## src/tic_pkg.sv

```systemverilog
// package: register map, field layout and constants of the time interval counter
package tic_pkg;
  // special-function addresses
  localparam logic [7:0] TIC_ADDR_CTRL = 8'ha1;
  localparam logic [7:0] TIC_ADDR_HSEC = 8'ha2;
  localparam logic [7:0] TIC_ADDR_SEC = 8'ha3;
  localparam logic [7:0] TIC_ADDR_MIN = 8'ha4;
  localparam logic [7:0] TIC_ADDR_HOUR = 8'ha5;
  localparam logic [7:0] TIC_ADDR_IVAL = 8'ha6;
  // control register reset value and field positions
  localparam logic [7:0] TIC_CTRL_RESET = 8'h00;
  localparam int TIC_BIT_HR24 = 6;
  localparam int TIC_BIT_TBH = 5;
  localparam int TIC_BIT_TBL = 4;
  localparam int TIC_BIT_SSHOT = 3;
  localparam int TIC_BIT_FLAG = 2;
  localparam int TIC_BIT_IVEN = 1;
  localparam int TIC_BIT_TMEN = 0;
  // counter limits
  localparam logic [7:0] TIC_HSEC_MAX = 8'h7f;
  localparam logic [7:0] TIC_SEC_MAX = 8'h3b;
  localparam logic [7:0] TIC_MIN_MAX = 8'h3b;
  localparam logic [7:0] TIC_HOUR_MAX_24 = 8'h17;
  localparam logic [7:0] TIC_HOUR_MAX_255 = 8'hff;
  localparam logic [7:0] TIC_ZERO = 8'h00;
  // timebase selections
  localparam logic [1:0] TIC_TB_128TH = 2'h0;
  localparam logic [1:0] TIC_TB_SEC = 2'h1;
  localparam logic [1:0] TIC_TB_MIN = 2'h2;
  localparam logic [1:0] TIC_TB_HOUR = 2'h3;
  // crystal edges per 1/128 second and interrupt vector
  localparam int TIC_XTAL_DIV = 256;
  localparam logic [15:0] TIC_VECTOR = 16'h0053;
  // special-function register write request
  typedef struct packed {
    logic [7:0] addr;
    logic [7:0] wdata;
    logic wr;
  } tic_sfr_req_type;
endpackage

```

## src/tic_timer.sv

```systemverilog
// time interval counter: crystal-timed clock counters, interval compare and wake request
// Functional notes
// - counters are timed by the crystal oscillator, so they run through power-down.
// - timeout spans from 1/128 second up to 255 hours.
// - each step of the selected time counter advances the interval counter once.
// - interval count equal to compare value sets timeout flag in control bit 2.
// - timeout flag requests interrupt only while the interrupt enable bit is set.
// - in power-down with interrupt enabled, flag wakes device to vector 0053H.
// - software may preload time counters; counting continues from loaded values.
// - control register at A1H, resets to 00H, bit 7 reserved.
// - with wrap select set, hour counts 0 to 23 then wraps.
// - with wrap select clear, hour counts 0 to 255 then wraps.
// - device reset neither stops nor clears the time counters.
// - reset clears wrap select; software sets it again for 24-hour mode.
// - timebase select 00 1/128 s, 01 seconds, 10 minutes, 11 hours.
// - single-interval clears interval enable on timeout; otherwise counter reloads.
`timescale 1ns/10ps
module tic_timer #(
  parameter int XTAL_DIV = tic_pkg::TIC_XTAL_DIV
) (
  // clock and resets
  input wire logic clk_sys,
  input wire logic resetn,
  input wire logic por_n,
  // crystal oscillator pin
  input wire logic xtal_clk,
  // special-function register port
  input wire tic_pkg::tic_sfr_req_type sfr_req,
  output logic [7:0] sfr_rdata,
  // interrupt system
  input wire logic interval_irq_enable,
  input wire logic power_down,
  output logic irq_req,
  output logic wake_req,
  output logic [15:0] irq_vector
);
  import tic_pkg::*;

  logic xt_s1_ff, xt_s2_ff, xt_s3_ff;
  logic [$clog2(XTAL_DIV)-1:0] div_ff;
  logic tick_ff;
  logic [7:0] hsec_ff, sec_ff, min_ff, hour_ff, ival_ff, icnt_ff;
  logic [7:0] nxt_icnt;
  logic hr24_ff, sshot_ff, flag_ff, iven_ff, tmen_ff;
  logic [1:0] tbsel_ff;
  logic rst_any_n, run, ov_hsec, ov_sec, ov_min, tb_evt, timeout;
  logic [7:0] hour_max;

  // count up to the given top value, then back to zero
  function automatic logic [7:0] wrap_inc(input logic [7:0] v, input logic [7:0] top);
    return (v == top) ? TIC_ZERO : v + 8'h01;
  endfunction

  // write strobe for one address
  function automatic logic wr_hit(input tic_sfr_req_type r, input logic [7:0] a);
    return r.wr && (r.addr == a);
  endfunction

  // either reset clears the wrap select, read data and interrupt requests and reloads the vector; only power-on clears the rest
  assign rst_any_n = resetn & por_n;

  ////////////////////////////////////////////////////////////////////////////
  // crystal sampling and 1/128 s prescaler

  // crystal pin through two flops before any edge detect
  always_ff @(posedge clk_sys or negedge por_n) begin
    if (!por_n) begin
      xt_s1_ff <= 1'b0;
      xt_s2_ff <= 1'b0;
      xt_s3_ff <= 1'b0;
    end else begin
      xt_s1_ff <= xtal_clk;
      xt_s2_ff <= xt_s1_ff;
      xt_s3_ff <= xt_s2_ff;
    end
  end

  // divides crystal edges down to 128 Hz; only power-on resets it
  always_ff @(posedge clk_sys or negedge por_n) begin
    if (!por_n) begin
      div_ff <= '0;
      tick_ff <= 1'b0;
    end else begin
      tick_ff <= 1'b0;
      if (xt_s2_ff && !xt_s3_ff) begin
        if (div_ff == $bits(div_ff)'(XTAL_DIV - 1)) begin
          div_ff <= '0;
          tick_ff <= 1'b1;
        end else begin
          div_ff <= div_ff + 1'b1;
        end
      end
    end
  end

  ////////////////////////////////////////////////////////////////////////////
  // time counters

  assign run = tick_ff && tmen_ff;
  assign ov_hsec = run && (hsec_ff == TIC_HSEC_MAX);
  assign ov_sec = ov_hsec && (sec_ff == TIC_SEC_MAX);
  assign ov_min = ov_sec && (min_ff == TIC_MIN_MAX);
  assign hour_max = hr24_ff ? TIC_HOUR_MAX_24 : TIC_HOUR_MAX_255;

  // no device reset here, so time survives a core reset; a write wins over a tick
  always_ff @(posedge clk_sys or negedge por_n) begin
    if (!por_n) begin
      hsec_ff <= TIC_ZERO;
      sec_ff <= TIC_ZERO;
      min_ff <= TIC_ZERO;
      hour_ff <= TIC_ZERO;
    end else begin
      if (wr_hit(sfr_req, TIC_ADDR_HSEC)) hsec_ff <= sfr_req.wdata & TIC_HSEC_MAX;
      else if (run) hsec_ff <= wrap_inc(hsec_ff, TIC_HSEC_MAX);
      if (wr_hit(sfr_req, TIC_ADDR_SEC)) sec_ff <= sfr_req.wdata;
      else if (ov_hsec) sec_ff <= wrap_inc(sec_ff, TIC_SEC_MAX);
      if (wr_hit(sfr_req, TIC_ADDR_MIN)) min_ff <= sfr_req.wdata;
      else if (ov_sec) min_ff <= wrap_inc(min_ff, TIC_MIN_MAX);
      if (wr_hit(sfr_req, TIC_ADDR_HOUR)) hour_ff <= sfr_req.wdata;
      else if (ov_min) hour_ff <= wrap_inc(hour_ff, hour_max);
    end
  end

  ////////////////////////////////////////////////////////////////////////////
  // interval counter and compare

  // a step of the selected counter (a tick, or overflow of the counter below it) is the interval step
  always_comb begin
    case (tbsel_ff)
      TIC_TB_128TH: tb_evt = run;
      TIC_TB_SEC: tb_evt = ov_hsec;
      TIC_TB_MIN: tb_evt = ov_sec;
      TIC_TB_HOUR: tb_evt = ov_min;
      default: tb_evt = 1'b0;
    endcase
  end

  assign nxt_icnt = icnt_ff + 8'h01;
  // 8-bit count of hour steps gives the 255 hour span
  assign timeout = tb_evt && iven_ff && (nxt_icnt == ival_ff);

  // compare value write restarts the interval count
  always_ff @(posedge clk_sys or negedge por_n) begin
    if (!por_n) begin
      ival_ff <= TIC_ZERO;
      icnt_ff <= TIC_ZERO;
    end else begin
      if (wr_hit(sfr_req, TIC_ADDR_IVAL)) begin
        ival_ff <= sfr_req.wdata;
        icnt_ff <= TIC_ZERO;
      end else if (timeout) begin
        icnt_ff <= TIC_ZERO;
      end else if (tb_evt && iven_ff) begin
        icnt_ff <= nxt_icnt;
      end
    end
  end

  ////////////////////////////////////////////////////////////////////////////
  // control register

  // wrap select falls back on any reset; hardware set of the flag beats a clear
  always_ff @(posedge clk_sys or negedge rst_any_n) begin
    if (!rst_any_n) begin
      hr24_ff <= TIC_CTRL_RESET[TIC_BIT_HR24];
    end else if (wr_hit(sfr_req, TIC_ADDR_CTRL)) begin
      hr24_ff <= sfr_req.wdata[TIC_BIT_HR24];
    end
  end

  always_ff @(posedge clk_sys or negedge por_n) begin
    if (!por_n) begin
      tbsel_ff <= TIC_CTRL_RESET[TIC_BIT_TBH:TIC_BIT_TBL];
      sshot_ff <= TIC_CTRL_RESET[TIC_BIT_SSHOT];
      flag_ff <= TIC_CTRL_RESET[TIC_BIT_FLAG];
      iven_ff <= TIC_CTRL_RESET[TIC_BIT_IVEN];
      tmen_ff <= TIC_CTRL_RESET[TIC_BIT_TMEN];
    end else begin
      if (wr_hit(sfr_req, TIC_ADDR_CTRL)) begin
        tbsel_ff <= sfr_req.wdata[TIC_BIT_TBH:TIC_BIT_TBL];
        sshot_ff <= sfr_req.wdata[TIC_BIT_SSHOT];
        flag_ff <= sfr_req.wdata[TIC_BIT_FLAG] || timeout;
        iven_ff <= sfr_req.wdata[TIC_BIT_IVEN] && !(timeout && sshot_ff);
        tmen_ff <= sfr_req.wdata[TIC_BIT_TMEN];
      end else if (timeout) begin
        flag_ff <= 1'b1;
        if (sshot_ff) iven_ff <= 1'b0;
      end
    end
  end

  ////////////////////////////////////////////////////////////////////////////
  // read data and interrupt outputs

  // read mux registered; reserved bit 7 reads zero
  always_ff @(posedge clk_sys or negedge rst_any_n) begin
    if (!rst_any_n) begin
      sfr_rdata <= TIC_ZERO;
    end else begin
      case (sfr_req.addr)
        TIC_ADDR_CTRL: sfr_rdata <= {1'b0, hr24_ff, tbsel_ff, sshot_ff,
                                     flag_ff, iven_ff, tmen_ff};
        TIC_ADDR_HSEC: sfr_rdata <= hsec_ff;
        TIC_ADDR_SEC: sfr_rdata <= sec_ff;
        TIC_ADDR_MIN: sfr_rdata <= min_ff;
        TIC_ADDR_HOUR: sfr_rdata <= hour_ff;
        TIC_ADDR_IVAL: sfr_rdata <= ival_ff;
        default: sfr_rdata <= TIC_ZERO;
      endcase
    end
  end

  // wake runs on the always-on clock so it reaches a sleeping core
  always_ff @(posedge clk_sys or negedge rst_any_n) begin
    if (!rst_any_n) begin
      irq_req <= 1'b0;
      wake_req <= 1'b0;
      irq_vector <= TIC_VECTOR;
    end else begin
      irq_req <= flag_ff && interval_irq_enable;
      wake_req <= flag_ff && interval_irq_enable && power_down;
      irq_vector <= TIC_VECTOR;
    end
  end
endmodule

```

## config.mk

```make
export PLATFORM = sky130hd
export DESIGN_NAME = tic_timer
export DESIGN_NICKNAME = d
export VERILOG_FILES = /design/src/tic_pkg.sv /design/src/tic_timer.sv
export SDC_FILE = /design/constraint.sdc
export NUM_CORES = 1
export LEC_CHECK = 0
export BUFFER_PORTS_ARGS = -buffer_cell sky130_fd_sc_hd__buf_2
export CAP_MARGIN = 20
export CORE_MARGIN = 5
export CORE_UTILIZATION = 60
export DETAILED_ROUTE_END_ITERATION = 8
export GPL_TIMING_DRIVEN = 0
export PLACE_DENSITY = 0.85
export RECOVER_POWER = 50
export SYNTH_ARGS = -nofsm -noshare
export SYNTH_HDL_FRONTEND = slang
export SYNTH_SLANG_ARGS = --single-unit
```

## constraint.sdc

```tcl
create_clock -name clk_sys -period 5.5 [get_ports clk_sys]
set_input_delay 0.55 -clock clk_sys [delete_from_list [all_inputs] [get_ports clk_sys]]
set_output_delay 0.55 -clock clk_sys [all_outputs]
set_load 0.005 [all_outputs]
```

Word level (Yosys, flattened, before mapping). Index checks and enable logic that the tools add are counted.

$add $sub $neg: 6. Eq/ne operators: 15. Mux-type cells: 26. Bitwise gates (word level): 1. Reductions and logical operators: 29.

Operators by type and width (number): two-way mux 8 bit (17); equality test 8 bit (second input constant) (7); adder 8 x 1 -> 8 bit (second input constant) (6); one-hot mux 8 bit (6 select lines) (1); logical AND 1 bit (17); equality test 8 x 6 -> 1 bit (second input constant) (2); equality test 8 bit (2); nonzero test 2 bit (6); equality test 8 x 7 -> 1 bit (second input constant) (1); two-way mux 1 bit (7); equality test 2 bit (second input constant) (2); one-hot mux 1 bit (4 select lines) (1); nonzero test 3 bit (1); equality test 2 x 1 -> 1 bit (second input constant) (1); logical NOT 1 bit (2); logical NOT 2 bit (1); AND reduction 2 bit (1); bitwise AND 1 bit (1); logical OR 1 bit (1).

Register bits: 77. Input port bits: 23. Output and inout bits: 26. Word-level logic and storage cells: 97.

Depth between registers and ports, before layout. Gate-level depths: netlist of the first run.

Depth after elaboration: 11. Depth in mapped cells: 8. Gate-level depth less buffers: 7.

Least setup slack after synthesis of the first run. Ideal clock, no wire load.

Path type: flip-flop to flip-flop. From: register sec_ff[0]. To: register icnt_ff[0]. Library setup time: 0.077 ns. Data arrival time: 2.216 ns. Data required time: 5.423 ns. Slack: 3.206 ns. Stages on the path, launching flop included: 9. Buffers on the path: 1. Period minus slack after synthesis: 2.294 ns. Cells stage by stage: dfrtp_1 -> ha_1 -> or2b_1 -> nor4_4 -> nand2_2 -> a221oi_2 -> buf_6 -> or3b_1 -> a21oi_1.

Word-level cells in the longest chain between the ends: 8. Elaborated cells on any way between the ends: 9. Those cells by class: eq/ne: 1; mux: 3; reduce/logical: 5.

Ends and longest elaborated chain: start: declaration (RTL line tic_timer.sv:42) `logic [7:0] hsec_ff, sec_ff, min_ff, hour_ff, ival_ff, icnt_ff;`; start signal: assignment (RTL line tic_timer.sv:115) `if (wr_hit(sfr_req, TIC_ADDR_SEC)) sec_ff <= sfr_req.wdata;`; start signal: assignment (RTL line tic_timer.sv:116) `else if (ov_hsec) sec_ff <= wrap_inc(sec_ff, TIC_SEC_MAX);`; equality test 8 x 6 -> 1 bit (*) (RTL line tic_timer.sv:101) `assign ov_sec = ov_hsec && (sec_ff == TIC_SEC_MAX);`; logical AND 1 bit (*) (RTL line tic_timer.sv:101); logical AND 1 bit (RTL line tic_timer.sv:102) `assign ov_min = ov_sec && (min_ff == TIC_MIN_MAX);`; one-hot mux 1 bit (4 select lines) (*) (RTL line tic_timer.sv:129) `case (tbsel_ff)`; logical AND 1 bit (*) (RTL line tic_timer.sv:140, tic_timer.sv:153); logical AND 1 bit (RTL line tic_timer.sv:140) `assign timeout = tb_evt && iven_ff && (nxt_icnt == ival_ff);`; two-way mux 8 bit (RTL line tic_timer.sv:151) `end else if (timeout) begin`; two-way mux 8 bit (RTL line tic_timer.sv:148) `if (wr_hit(sfr_req, TIC_ADDR_IVAL)) begin`; end signal: assignment (RTL line tic_timer.sv:154) `icnt_ff <= nxt_icnt;`; end: declaration (RTL line tic_timer.sv:42).

Every way passes the cells marked *; elsewhere a longest branch is shown, timed or not. A chain may end at the register's enable or synchronous reset.

Final worst setup path of the first run.
From: register sec_ff[1]. To: register icnt_ff[0].

The elaborated chain is that of the path after synthesis.

==> results of run 1 <==
## layout by cell type (no fill, tap or decap), drive strengths merged, types with 2 or more instances in the layout
cell type and count:
buf 52, mux2i 9, nand2b 5, nor4 11, nor2b 3, nand2 76, inv 8, xnor2 14
and3 16, o21ai 32, o21a 2, or3 2, ha 6, a211oi 2, o211ai 6, clkbuf 25
nor3 14, nand4 9, a22oi 21, dfrtp 77, and2 9, nor2 30, o311ai 3, or4 3
mux2 12, a21oi 15, nand3 19, xor2 7, a31oi 4, nand3b 3, conb 16, a221o 3
a32oi 2, clkinv 2
## power by group through the flow
stage | Combinational (mW) | Sequential [mW] | Clock (mW)
6_report | 0.161 | 0.665 | 0.419
5_1_grt | 0.182 | 0.672 | 0.455
3_5_place_dp | 0.160 | 0.673 | 0
3_3_place_gp | 0.153 | 0.672 | 0
2_1_floorplan | 0.115 | 0.658 | 0
4_1_cts | 0.161 | 0.663 | 0.429
## metal layers
layer,vias up,track usage (%)
met2,198,41.0
li1,1813,-
met3,35,4.89
met5,-,0
met1,1870,33.4
met4,0,11.3
## worst paths after layout
path	endpoint	slack, ns	depth (start not counted)	from
min in group clk_sys	xt_s1_ff$_DFF_PN0_	0.31	1	xtal_clk
worst min-delay path	sfr_rdata[2]$_DFF_PN0_	0.26	2	resetn
worst min register to register	xt_s2_ff$_DFF_PN0_	0.35	0	xt_s1_ff$_DFF_PN0_
worst max register to register	icnt_ff[0]$_DFFE_PN0P_	2.67	8	sec_ff[1]$_DFFE_PN0P_
worst max-delay path	icnt_ff[0]$_DFFE_PN0P_	2.67	8	sec_ff[1]$_DFFE_PN0P_
max in group asynchronous	wake_req$_DFF_PN0_	4.20	2	por_n
## area by class of cell
cell class,instances,area (µm²),area share [%]
Multi-Input combinational cell,373,2280,46.4
Tap cell,99,124,2.52
Sequential cell,77,1930,39.2
Clock buffer,12,145,2.95
Clock inverter,4,47.5,0.968
Buffer,33,195,3.97
Inverter,8,30.0,0.611
Timing Repair Buffer,32,163,3.31
## through the flow
| step | worst slack (ns) | std cells | instance area, µm² | utilization [%] | hold slack, ns |
|---|---|---|---|---|---|
| final | 2.67 | 638 | 4910 | 68.5 | 0.259 |
| after global routing | 2.54 | 638 | 4910 | 68.5 | 0.294 |
| after CTS | 2.72 | 637 | 4910 | 68.4 | 0.268 |
| after detailed placement | 2.55 | 621 | 4720 | 65.7 | 0.336 |
| after global placement | 2.62 | 621 | 4710 | 65.7 | 0.332 |
| after floorplan | 3.21 | 491 | 4430 | - | 0.254 |
## kinds of logic after synthesis
kind of cell / Yosys count / synth area share (%)
DFF: 77 / 44.0
other: 2 / 0.171
AOI/OAI and AO/OA: 101 / 15.2
adders and majority gates: 6 / 1.71
buffers and inverters: 41 / 5.14
muxes: 21 / 5.14
and+or+nand+nor: 208 / 24.5
xor gates and xnor gates: 21 / 4.20
## critical path: cells and delay by family, from the launching register on
| kind | cells | cell delay, ns |
|---|---|---|
| DFF | 1 | 0.45 |
| AOI/OAI and AO/OA | 2 | 0.55 |
| buffers and inverters | 1 | 0.21 |
| and+or+nand+nor | 4 | 1.30 |
| adders and majority gates | 1 | 0.26 |
## flip-flops by register name, summed over array words and instances, names as in the netlist, 2 cells and up
| signal | flops |
|---|---|
| div_ff | 8 |
| hour_ff | 8 |
| hsec_ff | 8 |
| icnt_ff | 8 |
| ival_ff | 8 |
| min_ff | 8 |
| sec_ff | 8 |
| sfr_rdata | 8 |
| tbsel_ff | 2 |
==> results.sh, run 1 <==
export IMPL_clkSinkCount=77
export IMPL_fin_crit_ns=2.83
export IMPL_crit_fanout=10
export IMPL_synth_largest_area_cell="dfrtp_1"
export IMPL_gp_congestion=0.981
export IMPL_layout_drive_gt1_share_pct=16.7
export IMPL_finalMaxSlewViolations=0
export IMPL_crit_path_top_delay_cell="nor4_4"
export IMPL_io_buffers=31
export IMPL_synth_most_common_cell="dfrtp_1"
export IMPL_cts_resized=0
export IMPL_cts_clk_slew_worst_paths_ns=0.08
export IMPL_cts_tree="done"
export IMPL_htree_levels=3
export IMPL_die_w_um=95.5
export IMPL_powerDensity_nw_per_um2=253
export IMPL_total_power_mw=1.25
export IMPL_p_leak_nw=2.17
export IMPL_via_per_inst=6.14
export IMPL_finalSetupTns_ns=0
export IMPL_rows=31
export IMPL_cp_end_kind="flip-flop"
export IMPL_start_util_pct=61.1
export IMPL_maxCapViolCount=0
export IMPL_syn_area_um2=4380
export IMPL_worst_pin_slew_ns=0.848
export IMPL_hp_class="in -> async"
export IMPL_ant_nets=0
export IMPL_first_global_vias=3597
export IMPL_report_final_hold_viol_count=0
export IMPL_drt_pass1_iterations=5
export IMPL_period_share_pct=51.5
export IMPL_diodes=0
export IMPL_cts_buffers=9
export IMPL_dr_wl_met2_mm=5.21
export IMPL_power_frac_seq_pct=53.4
export IMPL_synthArstFlopShare_pct=100
export IMPL_pwr_share_clk_pct=33.6
export IMPL_synth_cell_types=62
export IMPL_grt_pass1_wl_mm=17.7
export IMPL_drt_total_wl_mm=10.9
export IMPL_grt_overflow_total=0
export IMPL_post_cts_setup_buffers=0
export IMPL_die_height_um=95.5
export IMPL_cts_path_max_buffers=2
export IMPL_layout_nets=563
export IMPL_synth_edf_count=0
export IMPL_grt_use_total_pct=25.5
export IMPL_num_vias=3916
export IMPL_max_slew_margin_rel_pct=43.0
export IMPL_wl_met1_mm=4.50
export IMPL_peakVddDrop_mv=0.221
export IMPL_crit_path_max_incr_delay_ns=0.53
export IMPL_clock_latency_ns=0.35
export IMPL_yosys_top_cells_area="dfrtp_1 (44%), nand2_1 (6.4%), a22oi_1 (3.6%)"
export IMPL_synth_seq_cells=77
export IMPL_dieArea_um2=9110
export IMPL_yosys_warnings=0
export IMPL_internal_power_uw=905
export IMPL_dpl_hpwl_mm=7.78
export IMPL_hold_buffers=0
export IMPL_crit_type="reg -> reg"
export IMPL_fill_cells=565
export IMPL_met3_length_um=930
export IMPL_cp_arrival_ns=3.10
export IMPL_ys_seq_area_share_pct=44.0
export IMPL_ys_flop_type="dfrtp_1"
export IMPL_fmax_mhz=353
export IMPL_swShare_pct=27.4
export IMPL_rsz0062_at_grt="no"
export IMPL_start_kind="flip-flop"
export IMPL_ys_top_cells_by_count="dfrtp_1 (77), nand2_1 (75), o21ai_0 (31)"
export IMPL_antenna_found_initial=0
export IMPL_wl_per_cell_um=17.2
export IMPL_syn_avg_cell_area_um2=9.19
export IMPL_core_area_um2=7180
export IMPL_postSynthCellCount=477
export IMPL_crit_required_ns=5.77
export IMPL_drt_iter0_drc=434
export IMPL_grt_max_degree=68
export IMPL_status="finished clean"
export IMPL_worstPathCellList="ha_1 > or2b_1 > nor4_4 > nand2_2 > a221oi_2 > buf_6 > or3b_1 > a21oi_1"
export IMPL_fin_worst_skew_ns=0.0135
export IMPL_power_switching_uw=341
export IMPL_io_pins=49
export IMPL_area_delta_synth_final_pct=12.1
export IMPL_drcViolationCount=0
export IMPL_synth_top_area_share_pct=44.0
export IMPL_setup_violations_final=0
export IMPL_root_buffer="clkbuf_8"
export IMPL_p_comb_share_pct=12.9
export IMPL_top_layer="met4"
Power figures use the tool's default switching activity.
==> run 2: changes to the inputs <==
--- a/config.mk
+++ b/config.mk
@@ -8,10 +8,10 @@
 export BUFFER_PORTS_ARGS = -buffer_cell sky130_fd_sc_hd__buf_2
 export CAP_MARGIN = 20
 export CORE_MARGIN = 5
-export CORE_UTILIZATION = 60
+export CORE_UTILIZATION = 59
 export DETAILED_ROUTE_END_ITERATION = 8
 export GPL_TIMING_DRIVEN = 0
-export PLACE_DENSITY = 0.85
+export PLACE_DENSITY = 0.84
 export RECOVER_POWER = 50
 export SYNTH_ARGS = -nofsm -noshare
 export SYNTH_HDL_FRONTEND = slang
==> constraint.sdc (replaced) <==
create_clock -name clk_sys -period 2.9 [get_ports clk_sys]
set_input_delay 0.29 -clock clk_sys [delete_from_list [all_inputs] [get_ports clk_sys]]
set_output_delay 0.29 -clock clk_sys [all_outputs]
set_load 0.005 [all_outputs]
==> results.sh, run 2 (synthesis results as in run 1) <==
export IMPL_core_area_um2=7250
export IMPL_period_share_pct=95.6
export IMPL_hold_path_startpoint="xtal_clk"
export IMPL_htree_levels=3
export IMPL_drt_total_wl_mm=11.7
export IMPL_holdPathEnd="xt_s1_ff$_DFF_PN0_"
export IMPL_grt_max_degree=68
export IMPL_diodes=0
export IMPL_rows=31
export IMPL_r2r_end="icnt_ff[0]$_DFFE_PN0P_"
export IMPL_finalSetupTns_ns=0
export IMPL_layout_drive_gt1_share_pct=16.2
export IMPL_crit_required_ns=3.18
export IMPL_dieArea_um2=9250
export IMPL_reg2regPathDepth=8
export IMPL_fin_worst_skew_ns=0.0123
export IMPL_root_buffer="clkbuf_8"
export IMPL_report_final_hold_viol_count=0
export IMPL_drt_pass1_iterations=6
export IMPL_maxCapViolCount=1
export IMPL_crit_path_top_delay_cell="nor4_2"
export IMPL_antenna_found_initial=0
export IMPL_ant_nets=0
export IMPL_cp_arrival_ns=3.06
export IMPL_cts_resized=0
export IMPL_crit_fanout=10
export IMPL_layout_nets=567
export IMPL_crit_path_max_incr_delay_ns=0.57
export IMPL_die_w_um=96.2
export IMPL_rsz0062_at_grt="no"
export IMPL_violations="capacitance limit, slew limit"
export IMPL_start_util_pct=60.4
export IMPL_crit_type="reg -> reg"
export IMPL_grt_pass1_wl_mm=18.8
export IMPL_die_height_um=96.2
export IMPL_gp_congestion=0.984
export IMPL_via_per_inst=6.21
export IMPL_powerDensity_nw_per_um2=511
export IMPL_peakVddDrop_mv=0.372
export IMPL_clkSinkCount=77
export IMPL_finalMaxSlewViolations=68
export IMPL_dpl_hpwl_mm=8.12
export IMPL_io_pins=49
export IMPL_placed_cell_area_um2=4720
export IMPL_fmax_mhz=361
export IMPL_cts_clk_slew_worst_paths_ns=0.08
export IMPL_p_leak_nw=2.19
export IMPL_max_slew_margin_rel_pct=-11.7
export IMPL_first_global_vias=3712
export IMPL_total_power_mw=2.55
export IMPL_cp_end_kind="flip-flop"
export IMPL_start_kind="flip-flop"
export IMPL_grt_use_total_pct=27.0
export IMPL_grt_overflow_total=0
export IMPL_fin_crit_ns=2.77
export IMPL_worst_pin_slew_ns=1.68
export IMPL_final_common_cell="dfrtp_1"
export IMPL_area_delta_synth_final_pct=13.6
export IMPL_layout_common_cells="dfrtp_1 (77), nand2_1 (75), o21ai_0 (31)"
export IMPL_cts_path_max_buffers=2
export IMPL_num_vias=3984
export IMPL_setup_violations_final=0
export IMPL_cts_tree="done"
export IMPL_r2r_slack_ns=0.13
export IMPL_hp_class="in -> reg"
export IMPL_r2r_start="min_ff[0]$_DFFE_PN0P_"
export IMPL_hold_depth=1
export IMPL_clock_latency_ns=0.36
export IMPL_drt_iter0_drc=389
export IMPL_status="finished, violations left"
export IMPL_cts_buffers=9
export IMPL_final_area_um2=4980
export IMPL_drcViolationCount=0
export IMPL_worstPathCellList="ha_1 > nand4_2 > nor4_2 > o21ai_1 > a221oi_2 > buf_6 > or3b_1 > a21oi_1"
export IMPL_io_buffers=31
export IMPL_wl_per_cell_um=18.2
-- run 2: timing repair --
item | 4_1_cts | 5_1_grt
hold buffers | 1 | 0
endpoints found under the setup margin | 0 | 1
hold endpoints to repair | 11 | 0
buffers inserted | 0 | 3
-- run 2: worst max-delay path by stage --
stage / start / endpoint / cells after the start
CTS: sec_ff[0]$_DFFE_PN0P_ / icnt_ff[0]$_DFFE_PN0P_ / 8
global route: min_ff[0]$_DFFE_PN0P_ / icnt_ff[0]$_DFFE_PN0P_ / 8
finish: min_ff[0]$_DFFE_PN0P_ / icnt_ff[0]$_DFFE_PN0P_ / 8
detailed placement: sec_ff[0]$_DFFE_PN0P_ / icnt_ff[0]$_DFFE_PN0P_ / 8
global placement: sec_ff[0]$_DFFE_PN0P_ / icnt_ff[0]$_DFFE_PN0P_ / 8
floorplan: sec_ff[0]$_DFFE_PN0P_ / icnt_ff[0]$_DFFE_PN0P_ / 8
-- run 2: per-stage QoR --
stage	util, %	std cells	hold WS (ns)	worst slack [ns]
after floorplan	-	491	-0.00559	0.606
after global placement	65.0	621	0.334	0.271
after detailed placement	65.0	621	0.336	0.171
after CTS	68.4	638	0.0304	0.135
after global routing	68.7	642	0.0294	0.00222
final	68.7	642	0.0392	0.128
-- run 2: power by group --
| group | switching, mW | leakage, nW | internal, mW | total, mW |
|---|---|---|---|---|
| registers | 0.114 | 0.946 | 1.15 | 1.27 |
| logic | 0.168 | 1.12 | 0.144 | 0.311 |
| clock network | 0.400 | 0.123 | 0.568 | 0.969 |
-- run 2: per-layer routing --
layer	share of wire [%]	track usage [%]	vias to the layer above
li1	-	-	1819
met1	40	35.5	1877
met2	47	41.6	230
met3	9.0	5.71	58
met4	4.9	14.3	0
met5	0	0	-
-- run 2: layout make-up --
| type | count | area, µm² |
|---|---|---|
| Multi-Input combinational cell | 373 | 2280 |
| Fill cell | 569 | 2270 |
| Sequential cell | 77 | 1930 |
| Buffer | 33 | 195 |
| Timing Repair Buffer | 36 | 184 |
| Clock buffer | 9 | 124 |
| Tap cell | 99 | 124 |
| Clock inverter | 7 | 114 |
| Inverter | 8 | 30.0 |
-- run 2: worst max-delay path, delay by kind of cell, from the launching register on --
family / cells / cell delay, ns
compound gates: 3 / 0.65
fa+ha+maj: 1 / 0.30
simple gates: 3 / 1.09
buf+inv: 1 / 0.21
flops: 1 / 0.44
